--- config.mk ---
export PLATFORM = sky130hd
export DESIGN_NAME = tbm_mac_core
export DESIGN_NICKNAME = d
export VERILOG_FILES = /design/src/design/tbm_sym_tx.v /design/src/design/tbm_mac_core.v
export VERILOG_INCLUDE_DIRS = /design/src /design/src/design
export SDC_FILE = /design/constraint.sdc
export NUM_CORES = 1
export LEC_CHECK = 0
export BUFFER_PORTS_ARGS = -buffer_cell sky130_fd_sc_hd__buf_2
export CORE_ASPECT_RATIO = 0.8
export CORE_MARGIN = 3
export CORE_UTILIZATION = 35
export CTS_BUF_LIST = sky130_fd_sc_hd__clkbuf_8
export DETAILED_ROUTE_END_ITERATION = 10
export PLACE_DENSITY = 0.54
export SLEW_MARGIN = 0
export SYNTH_ARGS = -nofsm -noshare
export SYNTH_HDL_FRONTEND = slang
export SYNTH_SLANG_ARGS = --single-unit
--- constraint.sdc ---
create_clock -name clk -period 5.85 [get_ports clk]
set_clock_uncertainty 0.05 [all_clocks]
set_input_delay 0 -clock clk [delete_from_list [all_inputs] [get_ports clk]]
set_output_delay 0 -clock clk [all_outputs]
set_load 0.02 [all_outputs]
--- src/design/tbm_consts.vh ---
`ifndef TBM_CONSTS_VH
`define TBM_CONSTS_VH

// register byte offsets
`define TBM_A_CTRL      8'h00
`define TBM_A_STAT      8'h04
`define TBM_A_IRQ       8'h08
`define TBM_A_MASK      8'h0C
`define TBM_A_ID        8'h10

// control fields
`define TBM_CTRL_EN     0
`define TBM_CTRL_BCAST  1
`define TBM_CTRL_RST    2'h3

// status fields, state code in [7:4]
`define TBM_ST_TXDONE   0
`define TBM_ST_TXACK    1
`define TBM_ST_RXINH    2
`define TBM_ST_PEND     3

// interrupt event bits
`define TBM_EV_CFM      0
`define TBM_EV_IND      1
`define TBM_EV_RXERR    2
`define TBM_EV_NAK      3
`define TBM_EV_W        4

// frame identifier codes
`define TBM_FID_PAC     8'h01
`define TBM_FID_ENQ     8'h02
`define TBM_FID_ACK     8'h03
`define TBM_FID_NAK     8'h04

// packet header length in bytes
`define TBM_HDR_LEN     9'd6

// timing
`define TBM_CLK_NS      10
`define TBM_RESP_NS     2000
`define TBM_TURN_NS     500
`define TBM_RESP_CYC    (`TBM_RESP_NS / `TBM_CLK_NS)
`define TBM_TURN_CYC    ((`TBM_TURN_NS + `TBM_CLK_NS - 1) / `TBM_CLK_NS)

`endif

--- src/design/tbm_sym_tx.v ---
`default_nettype none

module tbm_sym_tx (
  input  wire       clk,
  input  wire       nrst,
  input  wire [7:0] byte_data,
  input  wire       byte_valid,
  output wire       byte_ready,
  output wire       phy_req,
  output wire       phy_sym,
  input  wire       phy_cfm,
  output wire       tx_idle
);
  reg       busy_ff;
  reg [7:0] sh_ff;
  reg [2:0] cnt_ff;
  wire      last;

  // last symbol of a byte confirmed: next byte may load in the same edge
  assign last       = busy_ff & (cnt_ff == 3'h7) & phy_cfm;
  assign byte_ready = ~busy_ff | last;
  assign phy_req    = busy_ff;
  assign phy_sym    = sh_ff[0];
  assign tx_idle    = ~busy_ff;

  // one symbol at a time, advance only on confirmation
  always @(posedge clk or negedge nrst) begin
    if (!nrst) begin
      busy_ff <= 1'b0;
      sh_ff   <= 8'h00;
      cnt_ff  <= 3'h0;
    end else if (byte_valid && byte_ready) begin
      busy_ff <= 1'b1;
      sh_ff   <= byte_data;
      cnt_ff  <= 3'h0;
    end else if (last) begin
      busy_ff <= 1'b0;
    end else if (busy_ff && phy_cfm) begin
      sh_ff   <= {1'b0, sh_ff[7:1]};
      cnt_ff  <= cnt_ff + 3'h1;
    end
  end
endmodule

`default_nettype wire

--- src/design/tbm_mac_core.v ---
`include "tbm_consts.vh"
`default_nettype none

module tbm_mac_core #(
  parameter [15:0] RESP_CYC = `TBM_RESP_CYC,
  parameter [15:0] TURN_CYC = `TBM_TURN_CYC
) (
  input  wire        clk,
  input  wire        nrst,
  input  wire        hsel,
  input  wire [31:0] haddr,
  input  wire [1:0]  htrans,
  input  wire        hwrite,
  input  wire [2:0]  hsize,
  input  wire [31:0] hwdata,
  input  wire        hready,
  output wire        hreadyout,
  output wire        hresp,
  output wire [31:0] hrdata,
  output wire        irq,
  input  wire        user_send_request,
  output wire        user_send_ready,
  input  wire [7:0]  req_system_code,
  input  wire [7:0]  req_dest_id,
  input  wire [7:0]  req_length,
  input  wire [7:0]  user_tx_data,
  input  wire        user_tx_valid,
  output wire        user_tx_ready,
  input  wire        user_abort,
  output wire        user_send_confirmation,
  output wire        confirm_ok,
  output wire        user_receive_indication,
  output wire [7:0]  ind_system_code,
  output wire [7:0]  ind_dest_id,
  output wire [7:0]  ind_source_id,
  input  wire        token_rx,
  output wire        token_pass,
  input  wire        rx_active,
  input  wire        reply_ack,
  input  wire        reply_nak,
  input  wire        reply_bad,
  input  wire        rx_enquiry,
  input  wire        finish_packet_rx_state_done,
  input  wire        rx_frame_err,
  input  wire        rx_fcs_err,
  input  wire        rx_did_mismatch,
  input  wire [7:0]  rx_system_code,
  input  wire [7:0]  rx_dest_id,
  input  wire [7:0]  rx_source_id,
  output wire        phy_req,
  output wire        phy_sym,
  input  wire        phy_cfm
);
  // single state machine instance serves one user and one PHY
  localparam [3:0] S_IDLE = 4'h0;
  localparam [3:0] S_ENQ_TX = 4'h1;
  localparam [3:0] S_ENQ_WT = 4'h2;
  localparam [3:0] S_PAC_TX = 4'h3;
  localparam [3:0] S_PAC_WT = 4'h4; // await_packet_reply_state
  localparam [3:0] S_RX_FIN = 4'h5; // finish_packet_rx_state
  localparam [3:0] S_TURN = 4'h6;
  localparam [3:0] S_REPLY = 4'h7;  // send_packet_reply_state

  reg [3:0]  state_ff;
  reg [1:0]  ctrl_ff;
  reg [7:0]  id_ff;
  reg [3:0]  irq_stat_ff;
  reg [3:0]  irq_mask_ff;
  reg        tx_done_flag;
  reg        tx_acked_flag;
  reg        rx_inhibit_flag;
  reg [7:0]  sc_ff;
  reg [7:0]  dest_ff;
  reg [7:0]  len_ff;
  reg [8:0]  idx_ff;
  reg [15:0] response_timer;
  reg [15:0] turnaround_timer;
  reg        reply_ack_ff;
  reg        cfm_ff;
  reg        cfm_ok_ff;
  reg        ind_ff;
  reg        pass_ff;
  reg [7:0]  isc_ff;
  reg [7:0]  idid_ff;
  reg [7:0]  isid_ff;
  reg        rerr_ff;
  reg        ap_wr_ff;
  reg        ap_sel_ff;
  reg [7:0]  ap_addr_ff;
  reg [31:0] hrdata_ff;
  reg [3:0]  nxt_state;
  reg [7:0]  byte_data;
  reg        byte_valid;
  wire       byte_ready;
  wire       tx_idle;
  wire       ap_take;
  wire       wr_ctrl;
  wire       wr_stat;
  wire       wr_irq;
  wire       wr_mask;
  wire       wr_id;
  wire [8:0] pac_total;
  wire       tx_last;
  wire       bcast_ok;
  wire       addr_ok;
  wire       rx_valid;
  wire [3:0] ev;

  // header byte for the current index: frame id, source, destination twice, length, then system code
  function [7:0] hdr_byte;
    input [8:0] idx;
    input [7:0] frame_id_field;
    input [7:0] source_id_field;
    input [7:0] dest_id_field;
    input [7:0] len;
    input [7:0] sc;
    begin
      case (idx)
        9'd0: hdr_byte = frame_id_field;
        9'd1: hdr_byte = source_id_field;
        9'd2: hdr_byte = dest_id_field;
        9'd3: hdr_byte = dest_id_field;
        9'd4: hdr_byte = len;
        default: hdr_byte = sc;
      endcase
    end
  endfunction

  // bus slave: zero wait states, always OKAY
  assign hreadyout = 1'b1;
  assign hresp     = 1'b0;
  assign hrdata    = hrdata_ff;
  assign ap_take   = hsel & hready & htrans[1];
  assign wr_ctrl   = ap_sel_ff & ap_wr_ff & (ap_addr_ff == `TBM_A_CTRL);
  assign wr_stat   = ap_sel_ff & ap_wr_ff & (ap_addr_ff == `TBM_A_STAT);
  assign wr_irq    = ap_sel_ff & ap_wr_ff & (ap_addr_ff == `TBM_A_IRQ);
  assign wr_mask   = ap_sel_ff & ap_wr_ff & (ap_addr_ff == `TBM_A_MASK);
  assign wr_id     = ap_sel_ff & ap_wr_ff & (ap_addr_ff == `TBM_A_ID);

  // address phase capture and registered read data
  always @(posedge clk or negedge nrst) begin
    if (!nrst) begin
      ap_sel_ff  <= 1'b0;
      ap_wr_ff   <= 1'b0;
      ap_addr_ff <= 8'h00;
      hrdata_ff  <= 32'h0000_0000;
    end else begin
      ap_sel_ff  <= ap_take;
      ap_wr_ff   <= hwrite;
      ap_addr_ff <= {haddr[7:2], 2'b00};
      if (ap_take && !hwrite) begin
        case ({haddr[7:2], 2'b00})
          `TBM_A_CTRL: hrdata_ff <= {30'h0, ctrl_ff};
          `TBM_A_STAT: hrdata_ff <= {24'h0, state_ff, ~tx_done_flag,
                                     rx_inhibit_flag, tx_acked_flag, tx_done_flag};
          `TBM_A_IRQ:  hrdata_ff <= {28'h0, irq_stat_ff};
          `TBM_A_MASK: hrdata_ff <= {28'h0, irq_mask_ff};
          `TBM_A_ID:   hrdata_ff <= {24'h0, id_ff};
          default:     hrdata_ff <= 32'h0000_0000;
        endcase
      end
    end
  end

  // software registers
  always @(posedge clk or negedge nrst) begin
    if (!nrst) begin
      ctrl_ff     <= `TBM_CTRL_RST;
      irq_mask_ff <= 4'h0;
      id_ff       <= 8'h01;
    end else begin
      if (wr_ctrl)
        ctrl_ff <= hwdata[1:0];
      if (wr_mask)
        irq_mask_ff <= hwdata[3:0];
      if (wr_id)
        id_ff <= hwdata[7:0];
    end
  end

  // sticky events, set wins over write-one-to-clear
  assign ev = {(state_ff == S_ENQ_WT) & reply_nak, rerr_ff, ind_ff, cfm_ff};
  assign irq = |(irq_stat_ff & irq_mask_ff);
  always @(posedge clk or negedge nrst) begin
    if (!nrst)
      irq_stat_ff <= 4'h0;
    else
      irq_stat_ff <= (irq_stat_ff & ~(wr_irq ? hwdata[3:0] : 4'h0)) | ev;
  end

  assign pac_total = `TBM_HDR_LEN + {1'b0, len_ff};
  assign bcast_ok  = ctrl_ff[`TBM_CTRL_BCAST] & (rx_dest_id == 8'h00);
  assign addr_ok   = (rx_dest_id == id_ff) | bcast_ok;
  assign rx_valid  = ~(rx_frame_err | rx_fcs_err | rx_did_mismatch);
  // only offered in idle, where a request is actually taken
  assign user_send_ready = tx_done_flag & ctrl_ff[`TBM_CTRL_EN] & (state_ff == S_IDLE);
  assign user_tx_ready = (state_ff == S_PAC_TX) & (idx_ff >= `TBM_HDR_LEN)
                         & (idx_ff < pac_total) & byte_ready;
  assign tx_last = byte_valid & byte_ready;

  // byte source for the symbol sender
  always @* begin
    byte_valid = 1'b0;
    byte_data  = 8'h00;
    case (state_ff)
      S_ENQ_TX: begin
        byte_valid = idx_ff < 9'd3;
        byte_data  = (idx_ff == 9'd0) ? `TBM_FID_ENQ : dest_ff;
      end
      S_PAC_TX: begin
        if (idx_ff < `TBM_HDR_LEN) begin
          byte_valid = 1'b1;
          byte_data  = hdr_byte(idx_ff, `TBM_FID_PAC, id_ff, dest_ff, len_ff, sc_ff);
        end else if (idx_ff < pac_total) begin
          byte_valid = user_tx_valid;
          byte_data  = user_tx_data;
        end
      end
      S_REPLY: begin
        byte_valid = idx_ff == 9'd0;
        byte_data  = reply_ack_ff ? `TBM_FID_ACK : `TBM_FID_NAK;
      end
      default: begin
        byte_valid = 1'b0;
      end
    endcase
  end

  // next state
  always @* begin
    nxt_state = state_ff;
    case (state_ff)
      S_IDLE: begin
        if (finish_packet_rx_state_done)
          nxt_state = S_RX_FIN;
        else if (rx_enquiry)
          nxt_state = S_TURN;
        else if (token_rx && !tx_done_flag && ctrl_ff[`TBM_CTRL_EN])
          nxt_state = (dest_ff == 8'h00) ? S_PAC_TX : S_ENQ_TX;
      end
      S_ENQ_TX:
        if (idx_ff == 9'd3 && tx_idle)
          nxt_state = S_ENQ_WT;
      S_ENQ_WT:
        if (reply_ack)
          nxt_state = S_PAC_TX;
        else if (reply_nak || reply_bad || (response_timer == 16'h0000 && !rx_active))
          nxt_state = S_IDLE;
      S_PAC_TX:
        if (idx_ff == pac_total && tx_idle)
          nxt_state = (dest_ff == 8'h00) ? S_IDLE : S_PAC_WT;
      S_PAC_WT:
        if (reply_ack || reply_nak || reply_bad ||
            (response_timer == 16'h0000 && !rx_active))
          nxt_state = S_IDLE;
      S_RX_FIN:
        nxt_state = (rx_valid && addr_ok && rx_dest_id != 8'h00) ? S_TURN : S_IDLE;
      S_TURN:
        if (turnaround_timer == 16'h0000)
          nxt_state = S_REPLY;
      S_REPLY:
        if (idx_ff == 9'd1 && tx_idle)
          nxt_state = S_IDLE;
      default:
        nxt_state = S_IDLE;
    endcase
  end

  // state, timers, flags and user strobes
  always @(posedge clk or negedge nrst) begin
    if (!nrst) begin
      state_ff         <= S_IDLE;
      idx_ff           <= 9'd0;
      response_timer   <= 16'h0000;
      turnaround_timer <= 16'h0000;
      tx_done_flag     <= 1'b1;
      tx_acked_flag    <= 1'b0;
      rx_inhibit_flag  <= 1'b0;
      reply_ack_ff     <= 1'b0;
      sc_ff            <= 8'h00;
      dest_ff          <= 8'h00;
      len_ff           <= 8'h00;
      cfm_ff           <= 1'b0;
      cfm_ok_ff        <= 1'b0;
      ind_ff           <= 1'b0;
      pass_ff          <= 1'b0;
      rerr_ff          <= 1'b0;
      isc_ff           <= 8'h00;
      idid_ff          <= 8'h00;
      isid_ff          <= 8'h00;
    end else begin
      state_ff <= nxt_state;
      cfm_ff   <= 1'b0;
      ind_ff   <= 1'b0;
      pass_ff  <= 1'b0;
      rerr_ff  <= 1'b0;
      if (nxt_state != state_ff)
        idx_ff <= 9'd0;
      else if (tx_last)
        idx_ff <= idx_ff + 9'd1;
      if (state_ff != S_ENQ_WT && state_ff != S_PAC_WT)
        response_timer <= RESP_CYC;
      else if (response_timer != 16'h0000)
        response_timer <= response_timer - 16'h0001;
      if (state_ff != S_TURN)
        turnaround_timer <= TURN_CYC;
      else if (turnaround_timer != 16'h0000)
        turnaround_timer <= turnaround_timer - 16'h0001;
      // rx inhibit: hardware set wins over software write-one clear
      if (wr_stat && hwdata[`TBM_ST_RXINH])
        rx_inhibit_flag <= 1'b0;
      case (state_ff)
        S_IDLE: begin
          if (user_send_request && user_send_ready) begin
            tx_done_flag  <= 1'b0;
            tx_acked_flag <= 1'b0;
            sc_ff         <= req_system_code;
            dest_ff       <= req_dest_id;
            len_ff        <= req_length;
          end else if (user_abort && !tx_done_flag) begin
            tx_done_flag <= 1'b1;
            cfm_ff       <= 1'b1;
            cfm_ok_ff    <= 1'b0;
          end
          if (rx_enquiry && !finish_packet_rx_state_done)
            reply_ack_ff <= ~rx_inhibit_flag;
          if (token_rx && (tx_done_flag || !ctrl_ff[`TBM_CTRL_EN]) && !finish_packet_rx_state_done
              && !rx_enquiry)
            pass_ff <= 1'b1;
          if (finish_packet_rx_state_done) begin
            isc_ff  <= rx_system_code;
            idid_ff <= rx_dest_id;
            isid_ff <= rx_source_id;
          end
        end
        S_ENQ_WT: begin
          if (reply_nak)
            pass_ff <= 1'b1;
          else if (!reply_ack && !reply_bad && response_timer == 16'h0000
                   && !rx_active) begin
            tx_done_flag <= 1'b1;
            cfm_ff       <= 1'b1;
            cfm_ok_ff    <= 1'b0;
            pass_ff      <= 1'b1;
          end
        end
        S_PAC_TX: begin
          if (nxt_state == S_IDLE) begin
            tx_done_flag <= 1'b1;
            cfm_ff       <= 1'b1;
            cfm_ok_ff    <= 1'b1;
            pass_ff      <= 1'b1;
          end
        end
        S_PAC_WT: begin
          if (nxt_state == S_IDLE) begin
            tx_done_flag  <= 1'b1;
            tx_acked_flag <= reply_ack;
            cfm_ff        <= 1'b1;
            cfm_ok_ff     <= reply_ack;
            pass_ff       <= 1'b1;
          end
        end
        S_RX_FIN: begin
          if (!rx_valid)
            rerr_ff <= 1'b1;
          else if (addr_ok) begin
            rx_inhibit_flag <= 1'b1;
            ind_ff          <= 1'b1;
            reply_ack_ff    <= 1'b1;
          end
        end
        default: begin
          pass_ff <= 1'b0;
        end
      endcase
    end
  end

  assign user_send_confirmation  = cfm_ff;
  assign confirm_ok              = cfm_ok_ff;
  assign user_receive_indication = ind_ff;
  assign ind_system_code         = isc_ff;
  assign ind_dest_id             = idid_ff;
  assign ind_source_id           = isid_ff;
  assign token_pass              = pass_ff;

  // symbol sender toward the PHY
  tbm_sym_tx u_sym (
    .clk        (clk),
    .nrst       (nrst),
    .byte_data  (byte_data),
    .byte_valid (byte_valid),
    .byte_ready (byte_ready),
    .phy_req    (phy_req),
    .phy_sym    (phy_sym),
    .phy_cfm    (phy_cfm),
    .tx_idle    (tx_idle)
  );
endmodule

`default_nettype wire

### After elaboration in Yosys (flattened, before gate mapping)

Index checks and enable logic that the tools add are counted.

* register bits after elaboration: 172
* input bits: 144
* output and inout bits: 67

* add/subtract/negate cells: 5
* order comparisons: 4
* equal/unequal tests: 39
* muxes and demuxes: 75
* bitwise gates (word level): 30
* reductions and logical operators: 67

Operators by type and width (number)
* 16-bit 2-to-1 mux: 4
* 8-bit 2-to-1 mux: 6
* 4-bit 2-to-1 mux: 11
* 8-bit one-hot mux with 5 select lines: 1
* 1-bit 2-to-1 mux: 34
* 16-bit logical NOT: 2
* 4-bit one-hot mux with 8 select lines: 1
* 8-bit one-hot mux with 4 select lines: 1
* 16-bit nonzero test: 2
* 16-bit by 1-bit subtractor with 16-bit output, second input constant: 2
* 6-bit by 2-bit == test with 1-bit output, second input constant: 4
* 8-bit logical NOT: 3
* 8-bit one-hot mux with 3 select lines: 1
* 1-bit logical AND: 22
* 1-bit bitwise AND: 18
* 9-bit by 2-bit == test with 1-bit output, second input constant: 2
* 3-bit 2-to-1 mux: 6
* 9-bit 2-to-1 mux: 2
* 4-bit by 3-bit == test with 1-bit output, second input constant: 4
* 2-bit nonzero test: 7
* 6-bit by 1-bit == test with 1-bit output, second input constant: 2
* 6-bit by 3-bit == test with 1-bit output, second input constant: 2
* 2-bit by 1-bit != test with 1-bit output, second input constant: 6
* 2-bit != test, second input constant: 6
* other kinds (42): 71

### Depth between registers and ports, before layout

* depth in word-level cells: 10
* depth in mapped cells: 12
* mapped depth without buffers: 12

### Hierarchy

From an unflattened synthesis, not the netlist that was laid out.

* cell total of the unflattened synthesis: 757
* area, all modules: 7996.4 µm²

By module, submodules not included
* tbm_mac_core: instances 1, cells an instance 687, area an instance 7268.2 µm², seq. area each 3408.3 µm²
* tbm_sym_tx: instances 1, cells an instance 70, area an instance 728.2 µm², seq. area each 300.3 µm²

### Least setup slack after synthesis

Ideal clock, no wire load.

* path type: flip-flop to flip-flop
* from: register len_ff[1]
* to: register u_sym.sh_ff[0]
* arrival time: 2542 ps
* required time: 5657 ps
* path slack: 3115 ps
* stages on the path, launching flop included: 13
* period minus slack after synthesis: 2735 ps
* path through: dfrtp_1 -> inv_1 -> ha_1 -> xor2_1 -> ha_1 -> nand2_1 -> a211o_1 -> a221oi_1 -> o21a_1 -> nor2_1 -> buf_2 -> nand4_1 -> o2111ai_1

* word-level cells in the longest chain between the ends: 8
* elaborated cells on any way between the ends: 13

Ends and longest elaborated chain
* start, declared: line tbm_mac_core.v:74 `reg [7:0] len_ff;`
* start signal, assigned: line tbm_mac_core.v:319 `len_ff <= req_length;`
* 3-bit by 8-bit adder with 9-bit output (no source line) (*)
* 9-bit less-than comparator (*): line tbm_mac_core.v:214 `end else if (idx_ff < pac_total) begin`
* 1-bit 2-to-1 mux: line tbm_mac_core.v:214
* 1-bit 2-to-1 mux: line tbm_mac_core.v:211 `` if (idx_ff < `TBM_HDR_LEN) begin ``
* 1-bit one-hot mux with 3 select lines: line tbm_mac_core.v:205 `case (state_ff)`
* 1-bit logical AND: line tbm_sym_tx.v:32 `end else if (byte_valid && byte_ready) begin`
* 2-bit != test (no source line) or 2-bit nonzero test (tied branches)
* 2-bit AND reduction (no source line)
* end signal, assigned: line tbm_sym_tx.v:34 `sh_ff <= byte_data;`
* end signal, assigned: line tbm_sym_tx.v:39 `sh_ff <= {1'b0, sh_ff[7:1]};`
* end, declared: line tbm_sym_tx.v:15 `reg [7:0] sh_ff;`

Mark *: on every way between the ends. The rest lies on a longest branch, timed or not.
A chain may end at the register's enable or synchronous reset.

### Worst setup path after layout

Same ends and word-level chain as after synthesis.

==> results_dict.tcl <==
set metrics [dict create \
    clkTransAtPathRegs_ps 100 \
    hpwl_mm 15.2 \
    fp-row-count 48 \
    synth_top_family_by_area "simple AND/OR/NAND/NOR gates" \
    pre_cts_ws_ps 2010 \
    clock-sinks 148 \
    yosysWarningCount 0 \
    synth_compound_area_share_pct 11.3 \
    first_global_vias 6050 \
    fin_area_um2 9990 \
    avgRoutedWirePerCell_um 16.9 \
    final-max-slew-violation-count 0 \
    cts_buffer_depth 2 \
    synthCells 749 \
    status "finished, final reports clean" \
    top_layer "met4" \
    layout_worst_path_cycle_share_pct 68.1 \
    initial_utilization_pct 36.0 \
    tightestPinTransition_ps 1170 \
    p_per_area_nw_per_um2 353 \
    die_w_um 174 \
    vias 6451 \
    syn_avg_cell_area_um2 10.5 \
    clk_latency_ps 460 \
    report.final.setup_viol 0 \
    met3_wirelength_mm 1.08 \
    drive_gt1_share_pct 26.5 \
    syn-cell-area_um2 7880 \
    antenna_found_initial 0 \
    drt-vias-per-instance 5.07 \
    drc_errors 0 \
    placed_area_um2 8740 \
    startpoint_type "flop" \
    die_h_um 140 \
    drtIter0Drc 536 \
    pwr-share-comb_pct 32.4 \
    grt_max_degree 78 \
    critical_path_class "reg -> reg" \
    htreeDepth 4 \
    hold_path_class "in -> reg" \
    fin_nets 1123 \
    cpPeakStageDelay_ps 950 \
    arrival_ps 4250 \
    die_area_um2 24400 \
    io_buffers 130 \
    ant_nets 0 \
    max_clock_freq_mhz 251 \
    firstDrtPassIters 4 \
    grtUsageTotal_pct 17.5 \
    vdd_drop_max_mv 0.170 \
    clkPwrFrac_pct 23.8 \
    fin_crit_ps 3980 \
    ys_seq_area_share_pct 47.1 \
    synth-xor-area-share_pct 4.56 \
    ios 211 \
    drt_wl_total_mm 21.5 \
    synth_edf_count 0 \
    dr_wl_met2_mm 9.19 \
    synthArstFlopShare_pct 100 \
    synth_seq_cells 148 \
    synth.distinct_cells 72 \
    ctsResizeCount 0 \
    p_int_w 0.00217 \
    cp_common_cell "ha_1" \
    worstPathRequired_ps 6110 \
    rsz0062_at_grt "no" \
    slew_headroom_pct 22.1 \
    endpoint_kind "flop" \
    crit_path_cell_trace "inv_1 > ha_1 > xor2_1 > ha_1 > nand2_1 > a211o_1 > a221oi_1 > o21a_1 > nor2_1 > buf_4 > nand4_1 > o2111ai_1" \
    drt-met1-wl_mm 11.1 \
    synthAdderAreaFrac_pct 3.02 \
    cp_slowest_cell "a221oi_1" \
    p_switching_w 0.00135 \
    setup_slack_ps 1870 \
    p_sw_share_pct 38.3 \
    syn_to_final_growth_pct 26.8 \
    p_leak_nw 4.34 \
    yosys.area_share.simple_pct 18.2 \
    cts-root-buf "clkbuf_8" \
    yosys-mux-area-fraction_pct 11.2 \
    grt_overflow 0 \
    ys.flop_type "dfrtp_1" \
    core_area_um2 21900 \
    maxCapViolCount 0 \
    pwr-share-seq_pct 43.7 \
    worst-path-max-fanout 19 \
    cts_tree "done" \
    grt_pass1_wl_mm 34.2 \
    setup_tns_ps 0 \
    diodes 0 \
    fillerInstances 2123 \
    place_congestion 0.867 \
    hold_violations 0 \
    final_util_pct 45.7 \
    numCtsBuffers 17 \
]
## final cells by class
cell class	instances	area [um^2]	area share, %
clock buffers	17	234	2.34
flip-flops and latches	148	3710	37.1
well taps	300	375	3.76
repair buffers	219	1530	15.3
multi-input cells	559	3900	39.0
clock inverters	15	185	1.85
inverters	15	56.3	0.563
## cells in the mapped netlist, types with 7 or more instances
master	count	share of area, %
a221oi_1	9	1.0
a31oi_1	8	0.64
or4_1	11	1.0
buf_4	26	2.5
ha_1	19	3.0
nand3b_1	7	0.67
nand3_1	26	1.7
and3_1	7	0.56
mux2i_1	8	1.0
a22oi_1	11	1.0
nor3_1	18	1.1
nor4_1	14	1.1
mux2_2	67	9.6
inv_1	15	0.71
xnor2_1	22	2.4
nand4_1	9	0.71
xor2_1	19	2.1
nand2b_1	8	0.64
a21oi_1	23	1.5
clkbuf_1	20	0.95
nor2_1	59	2.8
dfrtp_1	144	46
nand2_1	60	2.9
o21ai_0	38	2.4
## flip-flops by register name, summed over array words and instances (netlist names), 2 cells and up
| signal | count |
|---|---|
| ind_system_code | 8 |
| response_timer | 16 |
| id_ff | 8 |
| u_sym.cnt_ff | 3 |
| u_sym.sh_ff | 8 |
| sc_ff | 8 |
| ctrl_ff | 2 |
| ind_dest_id | 8 |
| state_ff | 4 |
| dest_ff | 8 |
| hrdata | 8 |
| len_ff | 8 |
| irq_stat_ff | 4 |
| ap_addr_ff | 6 |
| irq_mask_ff | 4 |
| idx_ff | 9 |
| ind_source_id | 8 |
| turnaround_timer | 16 |
## stage by stage
| step | std cells | hold WS (ps) | power [W] |
|---|---|---|---|
| 2_1_floorplan | 774 | -346 | 0.00226 |
| 3_3_place_gp | 1158 | 3.43 | 0.00262 |
| 3_5_place_dp | 1158 | 11.1 | 0.00263 |
| 4_1_cts | 1273 | 9.30 | 0.00354 |
| 5_1_grt | 1273 | 19.6 | 0.00374 |
| 6_report | 1273 | 26.7 | 0.00353 |
## path summary, 6_finish.rpt
check	start	endpoint	slack (ps)	depth (start not counted)
setup / recovery	len_ff[1]$_DFFE_PN0P_	u_sym.sh_ff[0]$_DFFE_PN0P_	1870	12
hold / removal	user_tx_data[2]	u_sym.sh_ff[2]$_DFFE_PN0P_	30	4
hold reg to reg	rerr_ff$_DFF_PN0_	irq_stat_ff[2]$_DFF_PN0_	390	1
max in group asynchronous	nrst	response_timer[6]$_DFFE_PN0P_	4200	3
setup reg to reg	len_ff[1]$_DFFE_PN0P_	u_sym.sh_ff[0]$_DFFE_PN0P_	1870	12
min in group asynchronous	nrst	dest_ff[4]$_DFFE_PN0P_	90	2
## power groups by stage
stage,Combinational (W),Clock (W),Sequential [W]
3_5_place_dp,0.00108,0,0.00155
3_3_place_gp,0.00107,0,0.00155
2_1_floorplan,0.000687,0,0.00157
4_1_cts,0.00115,0.000866,0.00153
5_1_grt,0.00126,0.000907,0.00157
6_report,0.00114,0.000841,0.00154
## routing by layer
metal | up-vias | GRT usage, %
met2 | 163 | 25.3
met3 | 12 | 3.82
li1 | 3119 | -
met5 | - | 0
met1 | 3157 | 26.8
met4 | 0 | 3.55
## timing repair
item / in CTS / in global routing
hold buffers: 83 / 0
setup buffers: 0 / 0
endpoints found under the hold margin: 160 / 0
## critical path, delay by kind of cell (launching register included)
family / cells / cell delay [ps]
xor gates and xnor gates: 1 / 180
and+or+nand+nor: 3 / 390
AOI/OAI and AO/OA: 4 / 1870
adders and majority gates: 2 / 530
buffers and inverters: 2 / 320
DFF: 1 / 520
## cells in the final DEF (no fill, tap or decap), types with 19 or more instances in the layout
master / n
a21oi_1: 23
buf_2: 129
conb_1: 27
dfrtp_1: 144
dlygate4sd3_1: 83
ha_1: 19
mux2_2: 67
nand2_1: 60
nand3_1: 26
nor2_1: 59
o21ai_0: 38
xnor2_1: 22
xor2_1: 19
## cell families (layout without fill, tap and decap cells)
group / count (synthesis) / in the layout
DFF: 148 / 148
other: 2 / 27
buffers and inverters: 67 / 266
xor gates and xnor gates: 41 / 41
muxes: 77 / 77
adders and majority gates: 19 / 19
and+or+nand+nor: 264 / 264
AOI/OAI and AO/OA: 131 / 131
Note: power is estimated with default switching activity, not from simulation.
